===== src/verilog/mrx_pkg.sv =====
// Package: register map, field layout, timing and mode table of the lane receive setup block
package mrx_pkg;

  // ----------------------------------------------------------------
  // Register indices (byte address is four times the index)
  // ----------------------------------------------------------------
  localparam logic [9:0] IDX_IF_POWER  = 10'h200; // Interface power, bit 0
  localparam logic [9:0] IDX_LANE_PD   = 10'h201; // Per-lane power down
  localparam logic [9:0] IDX_CAL_A     = 10'h2a7; // Termination cal, lanes 0,1,6,7
  localparam logic [9:0] IDX_CAL_B     = 10'h2ae; // Termination cal, lanes 2..5
  localparam logic [9:0] IDX_LINK_CFG  = 10'h210; // Link arrangement and modes
  localparam logic [9:0] IDX_LANE_RATE = 10'h211; // Lane rate in Mbps
  localparam logic [9:0] IDX_STATUS    = 10'h212; // Block status, read only

  // ----------------------------------------------------------------
  // Reset values
  // ----------------------------------------------------------------
  localparam logic [7:0]  RST_IF_POWER  = 8'h01;   // Interface starts powered down
  localparam logic [7:0]  RST_LANE_PD   = 8'hff;   // All lanes start powered down
  localparam logic [7:0]  RST_CAL       = 8'h00;   // No calibration pending
  localparam logic [15:0] RST_LINK_CFG  = 16'h0000; // Single link, mode 0, disabled
  localparam logic [13:0] RST_LANE_RATE = 14'h0000; // Rate not yet given

  // ----------------------------------------------------------------
  // Field positions
  // ----------------------------------------------------------------
  localparam int BIT_IF_PD      = 0;  // Interface power-down bit
  localparam int BIT_CFG_DUAL   = 0;  // Dual-link arrangement
  localparam int BIT_CFG_EN     = 1;  // Links enabled
  localparam int LSB_CFG_MODE0  = 4;  // Link 0 mode field
  localparam int LSB_CFG_MODE1  = 8;  // Link 1 mode field
  localparam int BIT_ST_MODE0   = 0;  // Link 0 mode legal
  localparam int BIT_ST_MODE1   = 1;  // Link 1 mode legal
  localparam int BIT_ST_RATE    = 2;  // Lane rate in range
  localparam int BIT_ST_REQ0    = 3;  // Link 0 requesting sync
  localparam int BIT_ST_REQ1    = 4;  // Link 1 requesting sync
  localparam int BIT_ST_CALA    = 5;  // Cal group A busy
  localparam int BIT_ST_CALB    = 6;  // Cal group B busy
  localparam int LSB_ST_SYNC    = 8;  // Per-lane sync flags
  localparam int LSB_ST_FACTOR  = 16; // Link 0 frames per processing clock
  localparam logic [7:0] CAL_START = 8'h01; // Value that starts autotune
  localparam logic [7:0] CAL_GRP_A = 8'hc3; // Lanes 0,1,6,7
  localparam logic [7:0] CAL_GRP_B = 8'h3c; // Lanes 2..5

  // ----------------------------------------------------------------
  // Rates and times
  // ----------------------------------------------------------------
  localparam int          CLK_MHZ       = 10;    // System clock rate
  localparam int          CAL_TIME_NS   = 20000; // Autotune duration
  localparam int          CAL_CYCLES    = CAL_TIME_NS * CLK_MHZ / 1000; // Rounded down
  localparam logic [13:0] RATE_MIN_MBPS = 14'd1420;  // Lowest lane rate
  localparam logic [13:0] RATE_MAX_MBPS = 14'd10640; // Highest lane rate
  localparam int          WORD_W        = 40;  // Deserialized word width
  localparam int          SYM_W         = 10;  // One coded byte
  localparam int          SYNC_WORDS    = 4;   // Comma words to claim lane sync
  localparam logic [9:0]  COMMA_NEG     = 10'h0fa; // Sync character, negative disparity
  localparam logic [9:0]  COMMA_POS     = 10'h305; // Sync character, positive disparity

  // ----------------------------------------------------------------
  // Operating modes
  // ----------------------------------------------------------------
  typedef struct packed {
    logic       legal; // Mode exists
    logic [3:0] m;     // Converters
    logic [3:0] l;     // Lanes
    logic [3:0] s;     // Samples per converter per frame
    logic [3:0] f;     // Octets per frame per lane
  } mrx_mode_s;

  // Mode lookup; dual rejects modes 0-3, leaving modes 4-7, 9, 10
  function automatic mrx_mode_s mode_params(input logic [3:0] mode, input logic dual);
    mrx_mode_s p;
    p = '0;
    unique case (mode)
      4'h0:    p = '{1'b1, 4'h4, 4'h8, 4'h1, 4'h1};
      4'h1:    p = '{1'b1, 4'h4, 4'h8, 4'h2, 4'h2};
      4'h2:    p = '{1'b1, 4'h4, 4'h4, 4'h1, 4'h2};
      4'h3:    p = '{1'b1, 4'h4, 4'h2, 4'h1, 4'h4};
      4'h4:    p = '{1'b1, 4'h2, 4'h4, 4'h1, 4'h1};
      4'h5:    p = '{1'b1, 4'h2, 4'h4, 4'h2, 4'h2};
      4'h6:    p = '{1'b1, 4'h2, 4'h2, 4'h1, 4'h2};
      4'h7:    p = '{1'b1, 4'h2, 4'h1, 4'h1, 4'h4};
      4'h9:    p = '{1'b1, 4'h1, 4'h2, 4'h1, 4'h1};
      4'ha:    p = '{1'b1, 4'h1, 4'h1, 4'h1, 4'h2};
      default: p = '0;
    endcase
    if (dual && mode < 4'h4) begin
      p = '0;
    end
    return p;
  endfunction : mode_params

endpackage : mrx_pkg


===== src/verilog/mrx_lane_channel.sv =====
// One deserialized lane: word register, comma search and lane sync flag
`timescale 1ns/100ps
module mrx_lane_channel #(
  parameter int WORD_W = 40
) (
  input  wire logic              clk_i,
  input  wire logic              rst_i,
  input  wire logic              enable_i, // Lane powered
  input  wire logic              valid_i,  // Word present
  input  wire logic [WORD_W-1:0] word_i,   // Parallel word
  output logic      [WORD_W-1:0] word_o,   // Registered word, zero when off
  output logic                   synced_o  // Lane has code group sync
);

  // ----------------------------------------------------------------
  // Checks and state
  // ----------------------------------------------------------------
  initial begin
    if (WORD_W != mrx_pkg::WORD_W) begin
      $error("mrx_lane_channel: word width must be 40");
    end
  end

  localparam int NSYM = WORD_W / mrx_pkg::SYM_W; // Four symbols per word

  logic [WORD_W-1:0] next_word;   // Next word register
  logic              next_synced; // Next sync flag
  logic [2:0]        comma_cnt;   // Comma words seen
  logic [2:0]        next_comma_cnt;
  logic              has_comma;   // Word holds a sync character

  // ----------------------------------------------------------------
  // Next-state logic
  // ----------------------------------------------------------------
  always_comb begin
    has_comma = 1'b0;
    for (int i = 0; i < NSYM; i++) begin
      if (word_i[i*mrx_pkg::SYM_W +: mrx_pkg::SYM_W] == mrx_pkg::COMMA_NEG ||
          word_i[i*mrx_pkg::SYM_W +: mrx_pkg::SYM_W] == mrx_pkg::COMMA_POS) begin
        has_comma = 1'b1;
      end
    end
    next_word      = word_o;
    next_synced    = synced_o;
    next_comma_cnt = comma_cnt;
    if (!enable_i) begin // Off lane gives nothing
      next_word      = '0;
      next_synced    = 1'b0;
      next_comma_cnt = '0;
    end else if (valid_i) begin // 1:40 word taken per clock
      next_word = word_i;
      if (has_comma && !synced_o) begin
        next_comma_cnt = comma_cnt + 3'd1;
        if (comma_cnt == 3'(mrx_pkg::SYNC_WORDS - 1)) begin
          next_synced = 1'b1;
        end
      end else if (!has_comma && !synced_o) begin
        next_comma_cnt = '0;
      end
    end else begin // Lost words drop sync
      next_synced    = 1'b0;
      next_comma_cnt = '0;
    end
  end

  // ----------------------------------------------------------------
  // Registers
  // ----------------------------------------------------------------
  always_ff @(posedge clk_i) begin
    if (rst_i) begin
      word_o    <= '0;
      synced_o  <= 1'b0;
      comma_cnt <= '0;
    end else begin
      word_o    <= next_word;
      synced_o  <= next_synced;
      comma_cnt <= next_comma_cnt;
    end
  end

endmodule : mrx_lane_channel


===== src/verilog/mrx_link_setup.sv =====
// Top: eight-lane serial receive front end with link setup registers on Wishbone
//
// Function
// - Eight lanes form one or two links
// - Single link accepts the ten listed modes
// - Dual link accepts modes 4-7, 9, 10
// - Processing clock lane/40; frame clock 4*pclk/F
// - Lane rate outside 1.42 to 10.64 Gbps holds the links down
// - Sync out 0 for single; 0/1 per link
// - Eight channels deliver 40-bit parallel words
// - Lane power-down bit x controls lane x
// - Writing 0x01 starts termination autotune per group
// - Byte rate lane/10; four-byte decoder per pclk
`timescale 1ns/100ps
module mrx_link_setup #(
  parameter int NUM_LANES  = 8,                      // Receive lanes
  parameter int CAL_CYCLES = mrx_pkg::CAL_CYCLES     // Autotune duration in clocks
) (
  input  wire logic                   clk_i,
  input  wire logic                   rst_i,
  // Wishbone classic slave
  input  wire logic                   wb_cyc_i,
  input  wire logic                   wb_stb_i,
  input  wire logic                   wb_we_i,
  input  wire logic [11:0]            wb_adr_i,
  input  wire logic [3:0]             wb_sel_i,
  input  wire logic [31:0]            wb_dat_i,
  output logic      [31:0]            wb_dat_o,
  output logic                        wb_ack_o,
  // Deserialized lanes
  input  wire logic [NUM_LANES-1:0]   lane_valid_i,
  input  wire logic [NUM_LANES*40-1:0] lane_word_i,
  output logic      [NUM_LANES*40-1:0] lane_word_o,
  // Sync requests, low asks the transmitter to resync
  output logic                        sync_request_out_0_n_o,
  output logic                        sync_request_out_1_n_o,
  // Analog controls
  output logic      [NUM_LANES-1:0]   lane_power_down_o,
  output logic      [1:0]             term_cal_busy_o
);

  // ----------------------------------------------------------------
  // Elaboration checks
  // ----------------------------------------------------------------
  initial begin
    if (NUM_LANES != 8) begin
      $error("mrx_link_setup: lane count must be 8");
    end
    if (CAL_CYCLES < 1 || CAL_CYCLES > 65535) begin
      $error("mrx_link_setup: calibration count out of range");
    end
  end

  // ----------------------------------------------------------------
  // Register state
  // ----------------------------------------------------------------
  logic [7:0]  if_power;             // Interface power register
  logic [7:0]  lane_power_down;      // Per-lane power-down register
  logic [7:0]  cal_a;                // Termination cal, group A
  logic [7:0]  cal_b;                // Termination cal, group B
  logic [15:0] link_cfg;             // Link arrangement and modes
  logic [13:0] lane_rate;            // Lane rate in Mbps
  logic [7:0]  next_if_power;
  logic [7:0]  next_lane_power_down;
  logic [7:0]  next_cal_a;
  logic [7:0]  next_cal_b;
  logic [15:0] next_link_cfg;
  logic [13:0] next_lane_rate;
  logic [31:0] next_dat;             // Next read data
  logic        next_ack;             // Next acknowledge
  logic        wr_req;               // Write lands on the ack edge
  logic [9:0]  idx;                  // Register index
  logic [31:0] status;               // Status word

  assign idx    = wb_adr_i[11:2];
  assign wr_req = wb_cyc_i && wb_stb_i && wb_we_i && wb_ack_o;

  // Byte-lane merge for a narrow register
  function automatic logic [15:0] merge16(input logic [15:0] old, input logic [31:0] d,
                                          input logic [3:0] sel);
    logic [15:0] r;
    r = old;
    if (sel[0]) begin
      r[7:0] = d[7:0];
    end
    if (sel[1]) begin
      r[15:8] = d[15:8];
    end
    return r;
  endfunction : merge16

  // Lanes of a link starting at a base lane
  function automatic logic [7:0] lane_span(input logic [3:0] l, input logic [2:0] base);
    logic [7:0] r;
    r = '0;
    for (int i = 0; i < 8; i++) begin
      if (i >= int'(base) && i < int'(base) + int'(l)) begin
        r[i] = 1'b1;
      end
    end
    return r;
  endfunction : lane_span

  // Frames per processing clock, 4/F
  function automatic logic [3:0] pclk_factor(input logic [3:0] f);
    logic [3:0] r;
    r = '0;
    if (f != 4'h0) begin
      r = 4'(4'h4 / f);
    end
    return r;
  endfunction : pclk_factor

  // ----------------------------------------------------------------
  // Wishbone register access
  // ----------------------------------------------------------------
  always_comb begin
    next_if_power        = if_power;
    next_lane_power_down = lane_power_down;
    next_cal_a           = cal_a;
    next_cal_b           = cal_b;
    next_link_cfg        = link_cfg;
    next_lane_rate       = lane_rate;
    next_ack             = wb_cyc_i && wb_stb_i && !wb_ack_o; // One wait state
    next_dat             = wb_dat_o;
    if (wr_req && wb_sel_i[0]) begin
      unique case (idx)
        mrx_pkg::IDX_IF_POWER:  next_if_power        = wb_dat_i[7:0];
        mrx_pkg::IDX_LANE_PD:   next_lane_power_down = wb_dat_i[7:0];
        mrx_pkg::IDX_CAL_A:     next_cal_a           = wb_dat_i[7:0];
        mrx_pkg::IDX_CAL_B:     next_cal_b           = wb_dat_i[7:0];
        default: ;
      endcase
    end
    if (wr_req && idx == mrx_pkg::IDX_LINK_CFG) begin
      next_link_cfg = merge16(link_cfg, wb_dat_i, wb_sel_i);
    end
    if (wr_req && idx == mrx_pkg::IDX_LANE_RATE) begin
      next_lane_rate = 14'(merge16({2'b00, lane_rate}, wb_dat_i, wb_sel_i));
    end
    if (wb_cyc_i && wb_stb_i && !wb_we_i && !wb_ack_o) begin
      unique case (idx)
        mrx_pkg::IDX_IF_POWER:  next_dat = {24'h000000, if_power};
        mrx_pkg::IDX_LANE_PD:   next_dat = {24'h000000, lane_power_down};
        mrx_pkg::IDX_CAL_A:     next_dat = {24'h000000, cal_a};
        mrx_pkg::IDX_CAL_B:     next_dat = {24'h000000, cal_b};
        mrx_pkg::IDX_LINK_CFG:  next_dat = {16'h0000, link_cfg};
        mrx_pkg::IDX_LANE_RATE: next_dat = {18'h00000, lane_rate};
        mrx_pkg::IDX_STATUS:    next_dat = status;
        default:                next_dat = 32'h00000000; // Unmapped reads zero
      endcase
    end
  end

  always_ff @(posedge clk_i) begin
    if (rst_i) begin
      if_power        <= mrx_pkg::RST_IF_POWER;
      lane_power_down <= mrx_pkg::RST_LANE_PD;
      cal_a           <= mrx_pkg::RST_CAL;
      cal_b           <= mrx_pkg::RST_CAL;
      link_cfg        <= mrx_pkg::RST_LINK_CFG;
      lane_rate       <= mrx_pkg::RST_LANE_RATE;
      wb_ack_o        <= 1'b0;
      wb_dat_o        <= 32'h00000000;
    end else begin
      if_power        <= next_if_power;
      lane_power_down <= next_lane_power_down;
      cal_a           <= next_cal_a;
      cal_b           <= next_cal_b;
      link_cfg        <= next_link_cfg;
      lane_rate       <= next_lane_rate;
      wb_ack_o        <= next_ack;
      wb_dat_o        <= next_dat;
    end
  end

  // ----------------------------------------------------------------
  // Link arrangement and mode checks
  // ----------------------------------------------------------------
  logic              dual;        // Two links
  mrx_pkg::mrx_mode_s mode0;      // Link 0 parameters
  mrx_pkg::mrx_mode_s mode1;      // Link 1 parameters
  logic              rate_ok;     // Lane rate within limits
  logic [7:0]        lane_on;     // Lanes powered
  logic [7:0]        lanes0;      // Lanes of link 0
  logic [7:0]        lanes1;      // Lanes of link 1
  logic [7:0]        lane_synced; // Lane sync flags

  assign dual    = link_cfg[mrx_pkg::BIT_CFG_DUAL];
  assign mode0   = mrx_pkg::mode_params(link_cfg[mrx_pkg::LSB_CFG_MODE0 +: 4], dual);
  assign mode1   = mrx_pkg::mode_params(link_cfg[mrx_pkg::LSB_CFG_MODE1 +: 4], 1'b1);
  assign rate_ok = lane_rate >= mrx_pkg::RATE_MIN_MBPS &&
                   lane_rate <= mrx_pkg::RATE_MAX_MBPS;
  assign lane_on = ~lane_power_down & {8{~if_power[mrx_pkg::BIT_IF_PD]}};
  assign lanes0  = lane_span(mode0.l, 3'd0);
  assign lanes1  = dual ? lane_span(mode1.l, 3'd4) : 8'h00; // Link 1 from lane 4

  // ----------------------------------------------------------------
  // Lane channels
  // ----------------------------------------------------------------
  for (genvar g = 0; g < NUM_LANES; g++) begin : g_lane
    mrx_lane_channel #(
      .WORD_W (mrx_pkg::WORD_W)
    ) u_chan (
      .clk_i    (clk_i),
      .rst_i    (rst_i),
      .enable_i (lane_on[g]),
      .valid_i  (lane_valid_i[g]),
      .word_i   (lane_word_i[g*40 +: 40]),     // Four coded bytes per pclk
      .word_o   (lane_word_o[g*40 +: 40]),
      .synced_o (lane_synced[g])
    );
  end

  // ----------------------------------------------------------------
  // Sync request outputs
  // ----------------------------------------------------------------
  logic link0_up;    // Link 0 may run
  logic link1_up;    // Link 1 may run
  logic next_req0_n;
  logic next_req1_n;

  assign link0_up = link_cfg[mrx_pkg::BIT_CFG_EN] && mode0.legal && rate_ok &&
                    ((lanes0 & lane_on) == lanes0);
  assign link1_up = link_cfg[mrx_pkg::BIT_CFG_EN] && dual && mode1.legal && rate_ok &&
                    ((lanes1 & lane_on) == lanes1);

  // Request resync (low) until every lane of the link holds sync
  always_comb begin
    next_req0_n = link0_up && ((lane_synced & lanes0) == lanes0);
    next_req1_n = 1'b1;
    if (!link1_up || (lane_synced & lanes1) != lanes1) begin
      next_req1_n = 1'b0; // Link 1 own request
    end
    if (!dual) begin
      next_req1_n = 1'b1; // Single link uses output 0 only
    end
  end

  always_ff @(posedge clk_i) begin
    if (rst_i) begin
      sync_request_out_0_n_o <= 1'b1;
      sync_request_out_1_n_o <= 1'b1;
    end else begin
      sync_request_out_0_n_o <= next_req0_n;
      sync_request_out_1_n_o <= next_req1_n;
    end
  end

  // ----------------------------------------------------------------
  // Termination autotune and lane power outputs
  // ----------------------------------------------------------------
  logic [15:0] cal_cnt_a;      // Group A remaining cycles
  logic [15:0] cal_cnt_b;      // Group B remaining cycles
  logic [15:0] next_cal_cnt_a;
  logic [15:0] next_cal_cnt_b;
  logic [7:0]  next_lane_pd_o;

  always_comb begin
    next_cal_cnt_a = (cal_cnt_a != 16'h0000) ? cal_cnt_a - 16'h0001 : 16'h0000;
    next_cal_cnt_b = (cal_cnt_b != 16'h0000) ? cal_cnt_b - 16'h0001 : 16'h0000;
    if (wr_req && wb_sel_i[0] && idx == mrx_pkg::IDX_CAL_A &&
        wb_dat_i[7:0] == mrx_pkg::CAL_START) begin
      next_cal_cnt_a = 16'(CAL_CYCLES); // Start group A
    end
    if (wr_req && wb_sel_i[0] && idx == mrx_pkg::IDX_CAL_B &&
        wb_dat_i[7:0] == mrx_pkg::CAL_START) begin
      next_cal_cnt_b = 16'(CAL_CYCLES); // Start group B
    end
    next_lane_pd_o = ~lane_on;
  end

  always_ff @(posedge clk_i) begin
    if (rst_i) begin
      cal_cnt_a         <= 16'h0000;
      cal_cnt_b         <= 16'h0000;
      lane_power_down_o <= mrx_pkg::RST_LANE_PD;
      term_cal_busy_o   <= 2'b00;
    end else begin
      cal_cnt_a         <= next_cal_cnt_a;
      cal_cnt_b         <= next_cal_cnt_b;
      lane_power_down_o <= next_lane_pd_o;
      term_cal_busy_o   <= {next_cal_cnt_b != 16'h0000, next_cal_cnt_a != 16'h0000};
    end
  end

  // ----------------------------------------------------------------
  // Status word
  // ----------------------------------------------------------------
  always_comb begin
    status = 32'h00000000;
    status[mrx_pkg::BIT_ST_MODE0] = mode0.legal;
    status[mrx_pkg::BIT_ST_MODE1] = dual && mode1.legal;
    status[mrx_pkg::BIT_ST_RATE]  = rate_ok;
    status[mrx_pkg::BIT_ST_REQ0]  = !sync_request_out_0_n_o;
    status[mrx_pkg::BIT_ST_REQ1]  = !sync_request_out_1_n_o;
    status[mrx_pkg::BIT_ST_CALA]  = term_cal_busy_o[0];
    status[mrx_pkg::BIT_ST_CALB]  = term_cal_busy_o[1];
    status[mrx_pkg::LSB_ST_SYNC +: 8]   = lane_synced & lane_on;
    status[mrx_pkg::LSB_ST_FACTOR +: 4] = pclk_factor(mode0.f); // Frame = 4*pclk/F
  end

endmodule : mrx_link_setup


===== config.mk =====
export PLATFORM = sky130hd
export DESIGN_NAME = mrx_link_setup
export DESIGN_NICKNAME = d
export VERILOG_FILES = /design/src/verilog/mrx_pkg.sv /design/src/verilog/mrx_lane_channel.sv /design/src/verilog/mrx_link_setup.sv
export SDC_FILE = /design/constraint.sdc
export NUM_CORES = 1
export LEC_CHECK = 0
export BUFFER_PORTS_ARGS = -buffer_cell sky130_fd_sc_hd__buf_2
export CORE_MARGIN = 3
export CORE_UTILIZATION = 25
export CTS_BUF_LIST = sky130_fd_sc_hd__clkbuf_16
export DETAILED_ROUTE_END_ITERATION = 8
export REMOVE_ABC_BUFFERS = 1
export SYNTH_ARGS = -nofsm -noshare
export SYNTH_HDL_FRONTEND = slang
export SYNTH_HIERARCHICAL = 1
export SYNTH_SLANG_ARGS = --single-unit
export TNS_END_PERCENT = 100

===== constraint.sdc =====
create_clock -name clk_i -period 3.2 [get_ports clk_i]
set_clock_uncertainty 0.05 [all_clocks]
set_input_delay 0.64 -clock clk_i [delete_from_list [all_inputs] [get_ports clk_i]]
set_output_delay 0.64 -clock clk_i [all_outputs]
set_load 0.02 [all_outputs]

# [After elaboration in Yosys (flattened, before gate mapping)]
# Memories as Yosys holds them, arrays and structs flattened. A register that Yosys moved wholly into a read port is not among the register bits.
# Index checks and enable logic that the tools add are counted.
[op_classes] div_mod_pow=1 addsub=11 n_eq_ne=84 reduce_logical=140 mux=74 n_bitwise=26 order_cmp=16
[ops] cell="$eq 10x10->1 const B" count=39
[ops] cell="$eq 10x8->1 const B" count=32
[ops] cell="$pmux 20 s7" count=1
[ops] cell="$lt 4x32->1 const A" count=3
[ops] cell="$mux 16" count=4
[ops] cell="$reduce_bool 16->1" count=4
[ops] cell="$and 8x8->8" count=6
[ops] cell="$mux 3" count=16
[ops] cell="$mux 1" count=45
[ops] cell="$logic_and 1x1->1" count=40
[ops] cell="$mux 17" count=2
[ops] cell="$logic_or 1x1->1" count=33
[ops] cell="$reduce_and 2->1" count=16
[ops] cell="$sub 16x1->16 const B" count=2
[ops] cell="$add 3x1->3 const B" count=8
[ops] cell="$eq 3x2->1 const B" count=8
[ops] cell="$eq 8x8->1" count=3
[ops] cell="$reduce_or 3->1" count=8
[ops] cell="$logic_not 1->1" count=21
[ops] cell="$mux 4" count=5
[ops] cell="$not 1->1" count=18
[ops] cell="$reduce_or 2->1" count=9
[ops] cell="$lt 3x4->1 const A" count=4
[ops] cell="$not 8->8" count=2
[ops] cell="13 further kinds" count=23
[word_totals] n_memories=2 word_cells=394 inputBits=381 mem_bits_ro=416 output_inout_bits=365 ff_bits=491
[memory_table] name="(no name shown)" words=16 width=13 read_ports=1 rd_clocked_by_memory_dff=1 wr=0 line_no="mrx_pkg.sv:74" rtl="unique case (mode)"
[memory_table] name="(no name shown)" words=16 width=13 read_ports=1 rd_clocked_by_memory_dff=1 wr=0 line_no="mrx_pkg.sv:74"

# [Logic depth before layout (Yosys ltp)]
# Gate-level depths: netlist (run 1).
[logic_depth] word_depth=12 depth_mapped=13

# [Modules after synthesis]
# Netlist (run 1), hierarchy kept.
[by_module_without_submodules] module="mrx_lane_channel" instances=8 area_per_inst_um2=1811.7 seq_area_each_um2=880.8 cells_per_inst=178
[by_module_without_submodules] module="mrx_link_setup" instances=1 area_per_inst_um2=6626.4 seq_area_each_um2=2782.7 cells_per_inst=807

# [Worst setup path after synthesis (run 1)]
# OpenSTA, ideal clock, no wires.
[synth_timing] path_type="input-to-reg" from="input wb_adr_i[7]" to="register (tool-made name)" path_buffers=1 required_ns=3.026 setup_slack_ns=0.027 setup_ns=0.124 arrival_ns=2.999 cell_stages=10 path_cell_list="or4b_1 > buf_2 > or4_1 > nor2_1 > nand2_1 > a21oi_1 > inv_1 > ha_1 > mux2i_1 > o2bb2ai_1"
[synth_lines] item="start, declared" line_no="mrx_link_setup.sv:25" rtl="input wire logic [11:0] wb_adr_i,"

==> impl_results.md, run 1 <==
* Power share of the combinational group at 0.135
* HPWL after DPL at 58.3 mm
* Critical Path RT at 3620 ps
* CTS tree: built
* Die width at 297 um
* CTS max path bufs at 3
* First-pass GRT wire length at 110 mm
* Number of global-route vias before repair at 18595
* Critical path launch point: wb_adr_i[7]
* WL final at 74.9 mm
* Area occupied by registers at 9830 um2
* Finished Layout Cells at 4123
* IO buf count at 712
* Ports at 746
* Sequential-to-total area share from yosys stat at 0.465
* # nets final at 3353
* CP max stage cell: or4b_1
* Cells after Synth at 2231
* Overall Global Routing Usage at 0.159
* Max Slew Vio Count at 0
* Max VDD drop at 0.355 mV
* Power after layout at 14.9 mW
* Die footprint at 88000 um2
* Worst slew pin tran at 783 ps
* CP Class: in -> reg
* Cell depth of the worst flop-to-flop path at 8
* DP Cell Count at 4006
* Part of the power in the clock network at 0.432
* Most frequent cells in the layout: buf_2 (711), dfxtp_1 (491), nor2_1 (421), mux2i_1 (350), nand2_1 (152)
* Hold Path Class: in -> reg
* Mean Syn Cell Area at 9.47 um2
* Hold_buf cts at 0
* Area of the mapped netlist at 21100 um2
* R2r setup slk at 520 ps
* Inserted Clock Buffers at 58
* Hold Path Stages at 3
* Synth warnings at 6
* TNS Setup at 0 ps
* Sink Count at 491
* Number of flops mapped to enable cells by yosys at 0
* Commonest non-fill, non-tap cell in the layout: buf_2
* Drt first pass iters at 7
* Clk slew on worst S/H paths at 60 ps
* Crit path arrival time at 3160 ps
* Via count at 19253
* Final-report hold violation count at 0
* CORE AREA at 82900 um2
* Unique masters post-synth at 72
* Layout cells sized above 1 at 0.301
* DIE HEIGHT at 297 um
* Crit start category: primary input
* Yosys reg bits at 491
* R2r startpoint: cal_cnt_b[0]
* Num rows at 105
* Max incr delay on CP at 670 ps
* Final Wtd Congestion at 0.872
* GRT overflow at 0
* Hold path start: wb_dat_i[15]
* Resize count post-CTS at 0
* CP Cell Sequence: buf_2 > or4b_1 > or4_1 > nor2_1 > nand2_1 > a21oi_1 > buf_4 > ha_1 > inv_1 > o22ai_1
* Status: finished clean
* Layout Area Growth over Synthesis at 32.3%
* DR iter-0 viols at 892
* Main flop type after synthesis: dfxtp_1
* Register share of total power at 0.433
* Setup repair bufs after CTS at 0
* Area of the multi-input gates at 10600 um2
* Drt via density at 4.67
* Clk Latency, worst-skew pair at 620 ps
* Power Internal at 10.8 mW
* Initial antenna violation count at 18
* F_max at 365 MHz
* Power Dens Cells at 534 nW/um2
* DRT antenna net count at 0
* RSZ-0062 raised after global routing: false
* Clock root buffer: clkbuf_16
* Detailed-route DRC error count at 0
* Setup violations, final at 0
* H-tree Lvls at 2
* Max_cap viols at 0
* Fill cells at 8661
* Switch Pwr at 4.12 mW
* Tmin final at 2740 ps
* Async SR Flop Fraction at 0
* WL per Instance at 18.2 um
* Critical Path Fanout Max at 4
* Max-slew headroom at 0.478
* Leak at 12.4 nW
* Tcrit/Tclk final at 0.857
* Largest net degree at the start of global routing at 58
* Sw Share at 0.276
* Endpoint class of the critical path: flip-flop
* Starting density of the core at 0.255
[critical path: cells and delay by family]
family,cells,cell delay [ps]
compound gates,2,320
fa+ha+maj,1,240
buf+inv,3,340
simple gates,4,1620
[logic make-up after synthesis]
group,Yosys count,share of synthesized area
multiplexers,351,0.167
other,1,0.000178
adder cells (fa/ha/maj),29,0.0172
AND/OR/NAND/NOR,954,0.231
AO/OA/AOI/OAI,218,0.0758
XOR/XNOR,25,0.0104
buffers and inverters,162,0.0331
flip-flops,491,0.465
[registers in the layout (all words and copies together) (netlist names), named ones only]
register,cells
g_lane.u_chan/word_o,320
g_lane.u_chan/comma_cnt,24
wb_dat_o,19
cal_cnt_a,16
cal_cnt_b,16
link_cfg,16
lane_rate,14
cal_a,8
cal_b,8
g_lane.u_chan/synced_o,8
if_power,8
lane_power_down,8
lane_power_down_o,8
term_cal_busy_o,2
sync_request_out_0_n_o,1
sync_request_out_1_n_o,1
wb_ack_o,1
[synthesized netlist by cell type, types with 23 or more instances]
cell / instances / area (um2)
a21oi_1: 56 / 280
buf_2: 34 / 170
clkbuf_1: 82 / 308
dfxtp_1: 491 / 9830
ha_1: 29 / 363
inv_1: 23 / 86.3
mux2i_1: 350 / 3500
nand2_1: 152 / 571
nand3_1: 38 / 190
nand3b_1: 29 / 218
nand4_1: 67 / 419
nand4bb_1: 24 / 270
nor2_1: 421 / 1580
nor3_1: 25 / 125
nor4_1: 44 / 275
nor4bb_1: 24 / 240
o21ai_1: 33 / 165
or3_1: 29 / 181
[through the flow]
step           instance area (um2)  hold WS (ps)  utilization  setup slack [ps]
6_report                     27900           224        0.337               459
5_1_grt                      27900           199        0.337               359
4_1_cts                      27900           168        0.337               496
3_5_place_dp                 26100           396        0.315              -125
3_3_place_gp                 26100           388        0.315             -73.0
2_1_floorplan                20600           373            -              -286
[power by group through the flow]
| stage | clock [mW] | combinational [mW] | sequential, mW |
|---|---|---|---|
| 2_1_floorplan | 0 | 1.19 | 6.56 |
| 3_3_place_gp | 0 | 2.00 | 6.59 |
| 3_5_place_dp | 0 | 2.01 | 6.59 |
| 4_1_cts | 6.71 | 2.02 | 6.46 |
| 5_1_grt | 6.92 | 2.25 | 6.49 |
| 6_report | 6.44 | 2.02 | 6.46 |
[metal layers]
metal  share of wire  track usage  vias to the layer above
met3           0.072       0.0349                      138
met1            0.43        0.205                     9100
li1                -            -                     9429
met2            0.47        0.262                      584
met4           0.031       0.0586                        2
met5         0.00023            0                        -
[path summary, 6_finish.rpt]
path	to
worst max-delay path	flip-flop
worst min-delay path	link_cfg[15]
worst max register to register	term_cal_busy_o[1]
worst min register to register	if_power[5]
[final cells by class]
cell class,instances,share of cell area
inverters,23,0.00309
diodes,8,0.000716
well taps,1123,0.0503
multi-input cells,1590,0.381
clock buffers,58,0.0519
repair buffers,779,0.147
flip-flops and latches,491,0.352
clock inverters,51,0.0137
(Power assumes the default switching activity.)
==> inputs of run 2 (changes only) <==
--- a/config.mk
+++ b/config.mk
@@ -10,6 +10,7 @@
 export CORE_UTILIZATION = 25
 export CTS_BUF_LIST = sky130_fd_sc_hd__clkbuf_16
 export DETAILED_ROUTE_END_ITERATION = 8
+export GPL_TIMING_DRIVEN = 0
 export REMOVE_ABC_BUFFERS = 1
 export SYNTH_ARGS = -nofsm -noshare
 export SYNTH_HDL_FRONTEND = slang
==> run 2 against run 1 <==
Count of clock-buffer cells in the layout unchanged. Total power increased by 1.1%. Final cell count is 1.7% lower. Critical path depth is 1 lower.
==> impl_results.md, run 2 (synthesis gave the netlist of run 1 again) <==
* Starting density of the core at 0.255 (unchanged)
* TNS Setup at 0 ps (unchanged)
* Hold slack final at 222 ps (-1.79 ps)
* Pre-CTS WS at -780 ps (-655 ps)
* Util after Layout at 0.332 (-0.00471)
* WL per Instance at 18.2 um (+0.28%)
* Tcrit/Tclk final at 0.952 (+0.0958)
* Clk slew on worst S/H paths at 60 ps (about the same)
* Leak at 12.1 nW (-2.2%)
* Setup violations, final at 0 (unchanged)
* Max-slew headroom at 0.158 (-0.320)
* DR iter-0 viols at 885 (-0.78%)
* CP Class: in -> reg
* Initial antenna violation count at 13 (-5)
* Max reg flops at 320 (unchanged)
* Power Internal at 11.1 mW (+2.4%)
* Critical Path RT at 3630 ps (about the same)
* Die width at 297 um (unchanged)
* Setup repair bufs after CTS at 0 (unchanged)
* Final worst-path setup slack at 152 ps (-306 ps)
* HPWL after DPL at 56.5 mm (-3.1%)
* H-tree Lvls at 2 (unchanged)
* Crit start category: primary input
* Max_cap viols at 0 (unchanged)
* Commonest non-fill, non-tap cell in the layout: buf_2
* Inserted Clock Buffers at 57 (-1.7%)
* Critical Path Fanout Max at 15 (+11)
* Hold Path Class: in -> reg
* Most frequent cells in the layout: buf_2 (711), dfxtp_1 (491), nor2_1 (420), mux2i_1 (350), nand2_1 (152)
* Power share of the combinational group at 0.130 (-0.005)
* Num rows at 105 (unchanged)
* Area occupied by registers at 9830 um2 (unchanged)
* Detailed-route DRC error count at 0 (unchanged)
* Layout Area Growth over Synthesis at 30.5%
* CTS tree: built
* Status: finished clean
* CP Cell Sequence: buf_2 > or4b_4 > or4_1 > nor2_4 > mux2i_1 > nor2_2 > ha_1 > mux2i_1 > o2bb2ai_1
* Power after layout at 15.1 mW (+1.1%)
* CP max stage cell: or4_1
* CORE AREA at 82900 um2 (unchanged)
* Sink Count at 491 (unchanged)
* First-pass GRT wire length at 108 mm (-2.0%)
* DIE HEIGHT at 297 um (unchanged)
* Power Dens Cells at 547 nW/um2 (+2.5%)
* Number of global-route vias before repair at 18172 (-2.3%)
* DRT antenna net count at 0 (unchanged)
* Switch Pwr at 4.02 mW (-2.3%)
* Max incr delay on CP at 680 ps (about the same)
* Register name with the most flops: g_lane.u_chan/word_o
* Most frequent CP cell: mux2i_1
* Largest registers: g_lane.u_chan/word_o x320, g_lane.u_chan/comma_cnt x24, wb_dat_o x19
* Worst slew pin tran at 1260 ps (+480 ps)
* Clk Latency, worst-skew pair at 610 ps (about the same)
* Final Wtd Congestion at 0.883 (+1.2%)
* Overall Global Routing Usage at 0.156 (-0.00298)
* Placed cell area at 25600 um2 (-1.8%)
* F_max at 328 MHz (-10%)
* Layout cells sized above 1 at 0.291 (-0.0104)
* Part of the power in the clock network at 0.441 (+0.009)
* Largest net degree at the start of global routing at 74 (+28%)
* Die footprint at 88000 um2 (unchanged)
* Fill cells at 8710 (+0.57%)
* # nets final at 3288 (-1.9%)
* Resize count post-CTS at 3 (+3)
* Endpoint class of the critical path: flip-flop
* Drt via density at 4.66 (-0.26%)
* CTS max path bufs at 3 (unchanged)
* Final-report hold violation count at 0 (unchanged)
* IO buf count at 712 (unchanged)
* Drt first pass iters at 5 (-2)
* Finished Cell Area at 27600 um2 (-1.4%)
* GRT overflow at 0 (unchanged)
* Clock root buffer: clkbuf_16
* Area of the multi-input gates at 10700 um2 (+0.52%)
* Finished Layout Cells at 4052 (-1.7%)
* Via count at 18873 (-2.0%)
* Ports at 746 (unchanged)
* CP delay by family, top: simple AND/OR/NAND/NOR gates
* Tmin final at 3050 ps (+306 ps)
* Max VDD drop at 0.374 mV (+5.4%)
* Max Slew Vio Count at 0 (unchanged)
* Sw Share at 0.267 (-0.00932)
* Hold_buf cts at 0 (unchanged)
* RSZ-0062 raised after global routing: false
* Crit path buf inv count at 1 (-2)
* DP Cell Count at 3942 (-1.6%)
* Crit path arrival time at 3470 ps (+310 ps)
* WL final at 73.8 mm (-1.4%)
* Register share of total power at 0.428 (-0.005)
-- run 2: final timing paths --
| kind | from | endpoint | slack (ps) | cells past startpoint |
|---|---|---|---|---|
| max | wb_adr_i[6] | flip-flop | 150 | 9 |
| min | wb_dat_i[10] | lane_rate[10] | 220 | 3 |
| max reg2reg | cal_cnt_b[0] | term_cal_busy_o[1] | 490 | 8 |
| min reg2reg | if_power[1] | if_power[1] | 400 | 2 |
-- run 2: final cells by class --
class / instances / area share
Multi-Input combinational cell: 1590 / 0.388
Sequential cell: 491 / 0.357
Timing Repair Buffer: 715 / 0.131
Clock buffer: 58 / 0.0527
Tap cell: 1123 / 0.0510
Clock inverter: 47 / 0.0161
Inverter: 23 / 0.00313
Antenna cell: 5 / 0.000454
-- run 2: worst min-delay path, stage by stage --
cell     delay (ps)
buf_2            80
mux2i_1          60
nor2_1           70
-- run 2: power groups by stage --
stage,clock (mW),combinational (mW),sequential [mW]
6_report,6.66,1.96,6.46
5_1_grt,7.15,2.19,6.49
4_1_cts,6.92,1.96,6.46
3_5_place_dp,0,1.95,6.59
3_3_place_gp,0,1.93,6.59
2_1_floorplan,0,1.19,6.56
-- run 2: routing by layer --
metal  GRT usage  wire length [um]
met2       0.258             34600
met3      0.0381              5560
met5           0                13
met4      0.0518              2150
met1       0.200             31500
==> inputs of run 3 (changes only) <==
==> constraint.sdc (replaced) <==
create_clock -name clk_i -period 2.8 [get_ports clk_i]
set_clock_uncertainty 0.05 [all_clocks]
set_input_delay 0.56 -clock clk_i [delete_from_list [all_inputs] [get_ports clk_i]]
set_output_delay 0.56 -clock clk_i [all_outputs]
set_load 0.02 [all_outputs]
==> run 3 against run 2 <==
First-iteration DRC count shrank 3.2%. Critical path type unchanged. Final cell count increased by 0.22%. Routed wire length up 0.17%. Core utilization grew 0.17 points. Count of clock-buffer cells in the layout did not move. Sequential power grew 14%.
==> impl_results.md, run 3 (synthesis gave the netlist of run 1 again) <==
* H-tree Lvls at 2 (unchanged)
* IO buf count at 712 (unchanged)
* Setup violations, final at 0 (unchanged)
* Largest net degree at the start of global routing at 74 (unchanged)
* Num rows at 105 (unchanged)
* Final Wtd Congestion at 0.883 (unchanged)
* Sink Count at 491 (unchanged)
* CP Cell Sequence: buf_2 > nor2b_1 > nor3b_1 > a22oi_1 > o21ai_0 > a22oi_1 > nor2_1
* Clock root buffer: clkbuf_16
* Max Slew Vio Count at 0 (unchanged)
* Layout cells sized above 1 at 0.295 (+0.00422)
* RSZ-0062 raised after global routing: false
* Hold endpoint: lane_rate[10]
* DRT antenna net count at 0 (unchanged)
* Crit start category: primary input
* Max incr delay on CP at 1040 ps (+360 ps)
* CP max stage cell: nor3b_1
* Max reg flops at 320 (unchanged)
* Most frequent CP cell: a22oi_1
* Overall Global Routing Usage at 0.156 (about the same)
* Number of global-route vias before repair at 18171 (-0.0055%)
* Fill cells at 8707 (-0.034%)
* Register name with the most flops: g_lane.u_chan/word_o
* Ports at 746 (unchanged)
* Tmin final at 2720 ps
* Crit path arrival time at 3210 ps (-260 ps)
* R2r startpoint: cal_cnt_b[0]
* R2r endpoint: term_cal_busy_o[1]
* Switch Pwr at 4.60 mW (+14%)
* Part of the power in the clock network at 0.441 (about the same)
* Power Internal at 12.6 mW (+14%)
* Hold Path Class: in -> reg
* Inserted Clock Buffers at 57 (unchanged)
* Max-slew headroom at 0.152 (-0.00539)
* GRT overflow at 0 (unchanged)
* Die width at 297 um (unchanged)
* CORE AREA at 82900 um2 (unchanged)
* CP Class: in -> reg
* First-pass GRT wire length at 108 mm (about the same)
* Worst slew pin tran at 1270 ps (+8.08 ps)
* Clk slew on worst S/H paths at 70 ps (about the same)
* R2r setup slk at 120 ps (-370 ps)
* Drt first pass iters at 5 (unchanged)
* Max_cap viols at 0 (unchanged)
* Tcrit/Tclk final at 0.972
* Most frequent cells in the layout: buf_2 (710), dfxtp_1 (491), nor2_1 (420), mux2i_1 (350), nand2_1 (152)
* Leak at 12.2 nW (+0.51%)
* Power after layout at 17.3 mW (+14%)
* Register share of total power at 0.428 (about the same)
* CTS tree: built
* Hold slack final at 142 ps (-80.2 ps)
* Cell depth of the worst flop-to-flop path at 8 (unchanged)
* Final-report hold violation count at 0 (unchanged)
* DIE HEIGHT at 297 um (unchanged)
* DR iter-0 viols at 857 (-3.2%)
* Endpoint class of the critical path: flip-flop
* Hold Path Stages at 3 (unchanged)
* Commonest non-fill, non-tap cell in the layout: buf_2
* Layout Area Growth over Synthesis at 31.1%
* HPWL after DPL at 56.5 mm (unchanged)
* Placed cell area at 25600 um2 (unchanged)
* Finished Cell Area at 27700 um2 (+0.50%)
* Drt via density at 4.65 (-0.20%)
* Starting density of the core at 0.255 (unchanged)
* Initial antenna violation count at 12 (-1)
* Detailed-route DRC error count at 0 (unchanged)
* Via count at 18878 (+0.026%)
* Max VDD drop at 0.422 mV (+13%)
* Largest registers: g_lane.u_chan/word_o x320, g_lane.u_chan/comma_cnt x24, wb_dat_o x19
* Critical Path Fanout Max at 22 (+7)
* Clk Latency, worst-skew pair at 610 ps (about the same)
* Sw Share at 0.267 (about the same)
* # nets final at 3297 (+0.27%)
* Critical Path RT at 3290 ps (-340 ps)
* Power Dens Cells at 623 nW/um2 (+14%)
* Power share of the combinational group at 0.131 (about the same)
* Hold path start: wb_dat_i[10]
* F_max at 367 MHz
* WL final at 74.0 mm (+0.17%)
* Die footprint at 88000 um2 (unchanged)
* Status: finished clean
* CTS max path bufs at 3 (unchanged)
* WL per Instance at 18.2 um (about the same)
==> run 3: cell count changes in the layout (fill, tap and decap cells not counted), sizes merged <==
cell / change
buf: +8
clkbuf: +1
==> run 3: per-stage QoR <==
step	std cells	TNS (ps)	utilization	setup WS (ps)
final	4061	0	0.334	78.7
after global routing	4061	0	0.334	34.0
after CTS	4047	0	0.332	1.30
after detailed placement	3942	-44320	0.309	-1100
after global placement	3939	-524230	0.308	-2590
after floorplan	2104	-5990	-	-606
==> run 3: timing repair <==
action | CTS | global route
resized for setup | 9 | 7
setup endpoints to repair | 32 | 26
buffers inserted | 0 | 9
hold buffers | 0 | 0
hold endpoints to repair | 0 | 0
pin swaps | 1 | 2
==> run 3: cell type report <==
class,count,area [um2],area share
diodes,5,12.5,0.000452
clock buffers,58,1450,0.0524
clock inverters,47,443,0.0160
inverters,23,86.3,0.00312
multi-input cells,1590,10700,0.388
flip-flops and latches,491,9830,0.355
well taps,1123,1410,0.0507
repair buffers,724,3720,0.134
==> run 3: power by group through the flow <==
stage / logic (mW) / clock network, mW / registers (mW)
6_report: 2.25 / 7.61 / 7.39
2_1_floorplan: 1.36 / 0 / 7.49
4_1_cts: 2.25 / 7.91 / 7.38
5_1_grt: 2.51 / 8.18 / 7.42
3_3_place_gp: 2.21 / 0 / 7.54
3_5_place_dp: 2.23 / 0 / 7.53
==> run 3: worst max-delay path, delay by kind of cell <==
family	cells	cell delay, ps
simple gates	3	1710
compound gates	3	500
buf+inv	1	420
==> run 3: per-layer routing <==
metal,vias to the layer above,part of all wire,GRT usage
met1,8875,0.43,0.200
met2,568,0.47,0.259
met3,125,0.073,0.0379
met5,-,0.00018,0
li1,9308,-,-
met4,2,0.029,0.0513
==> run 3: worst max path at each step <==
stage	start	to	slack, ps	cells past startpoint
finish	wb_adr_i[2]	wb_dat_o[8]	80	7
CTS	wb_adr_i[6]	flip-flop	1	10
global placement	wb_adr_i[6]	flip-flop	-2590	9
detailed placement	wb_adr_i[6]	flip-flop	-1100	10
floorplan	wb_adr_i[7]	flip-flop	-610	8
global route	cal_cnt_b[0]	term_cal_busy_o[1]	30	8
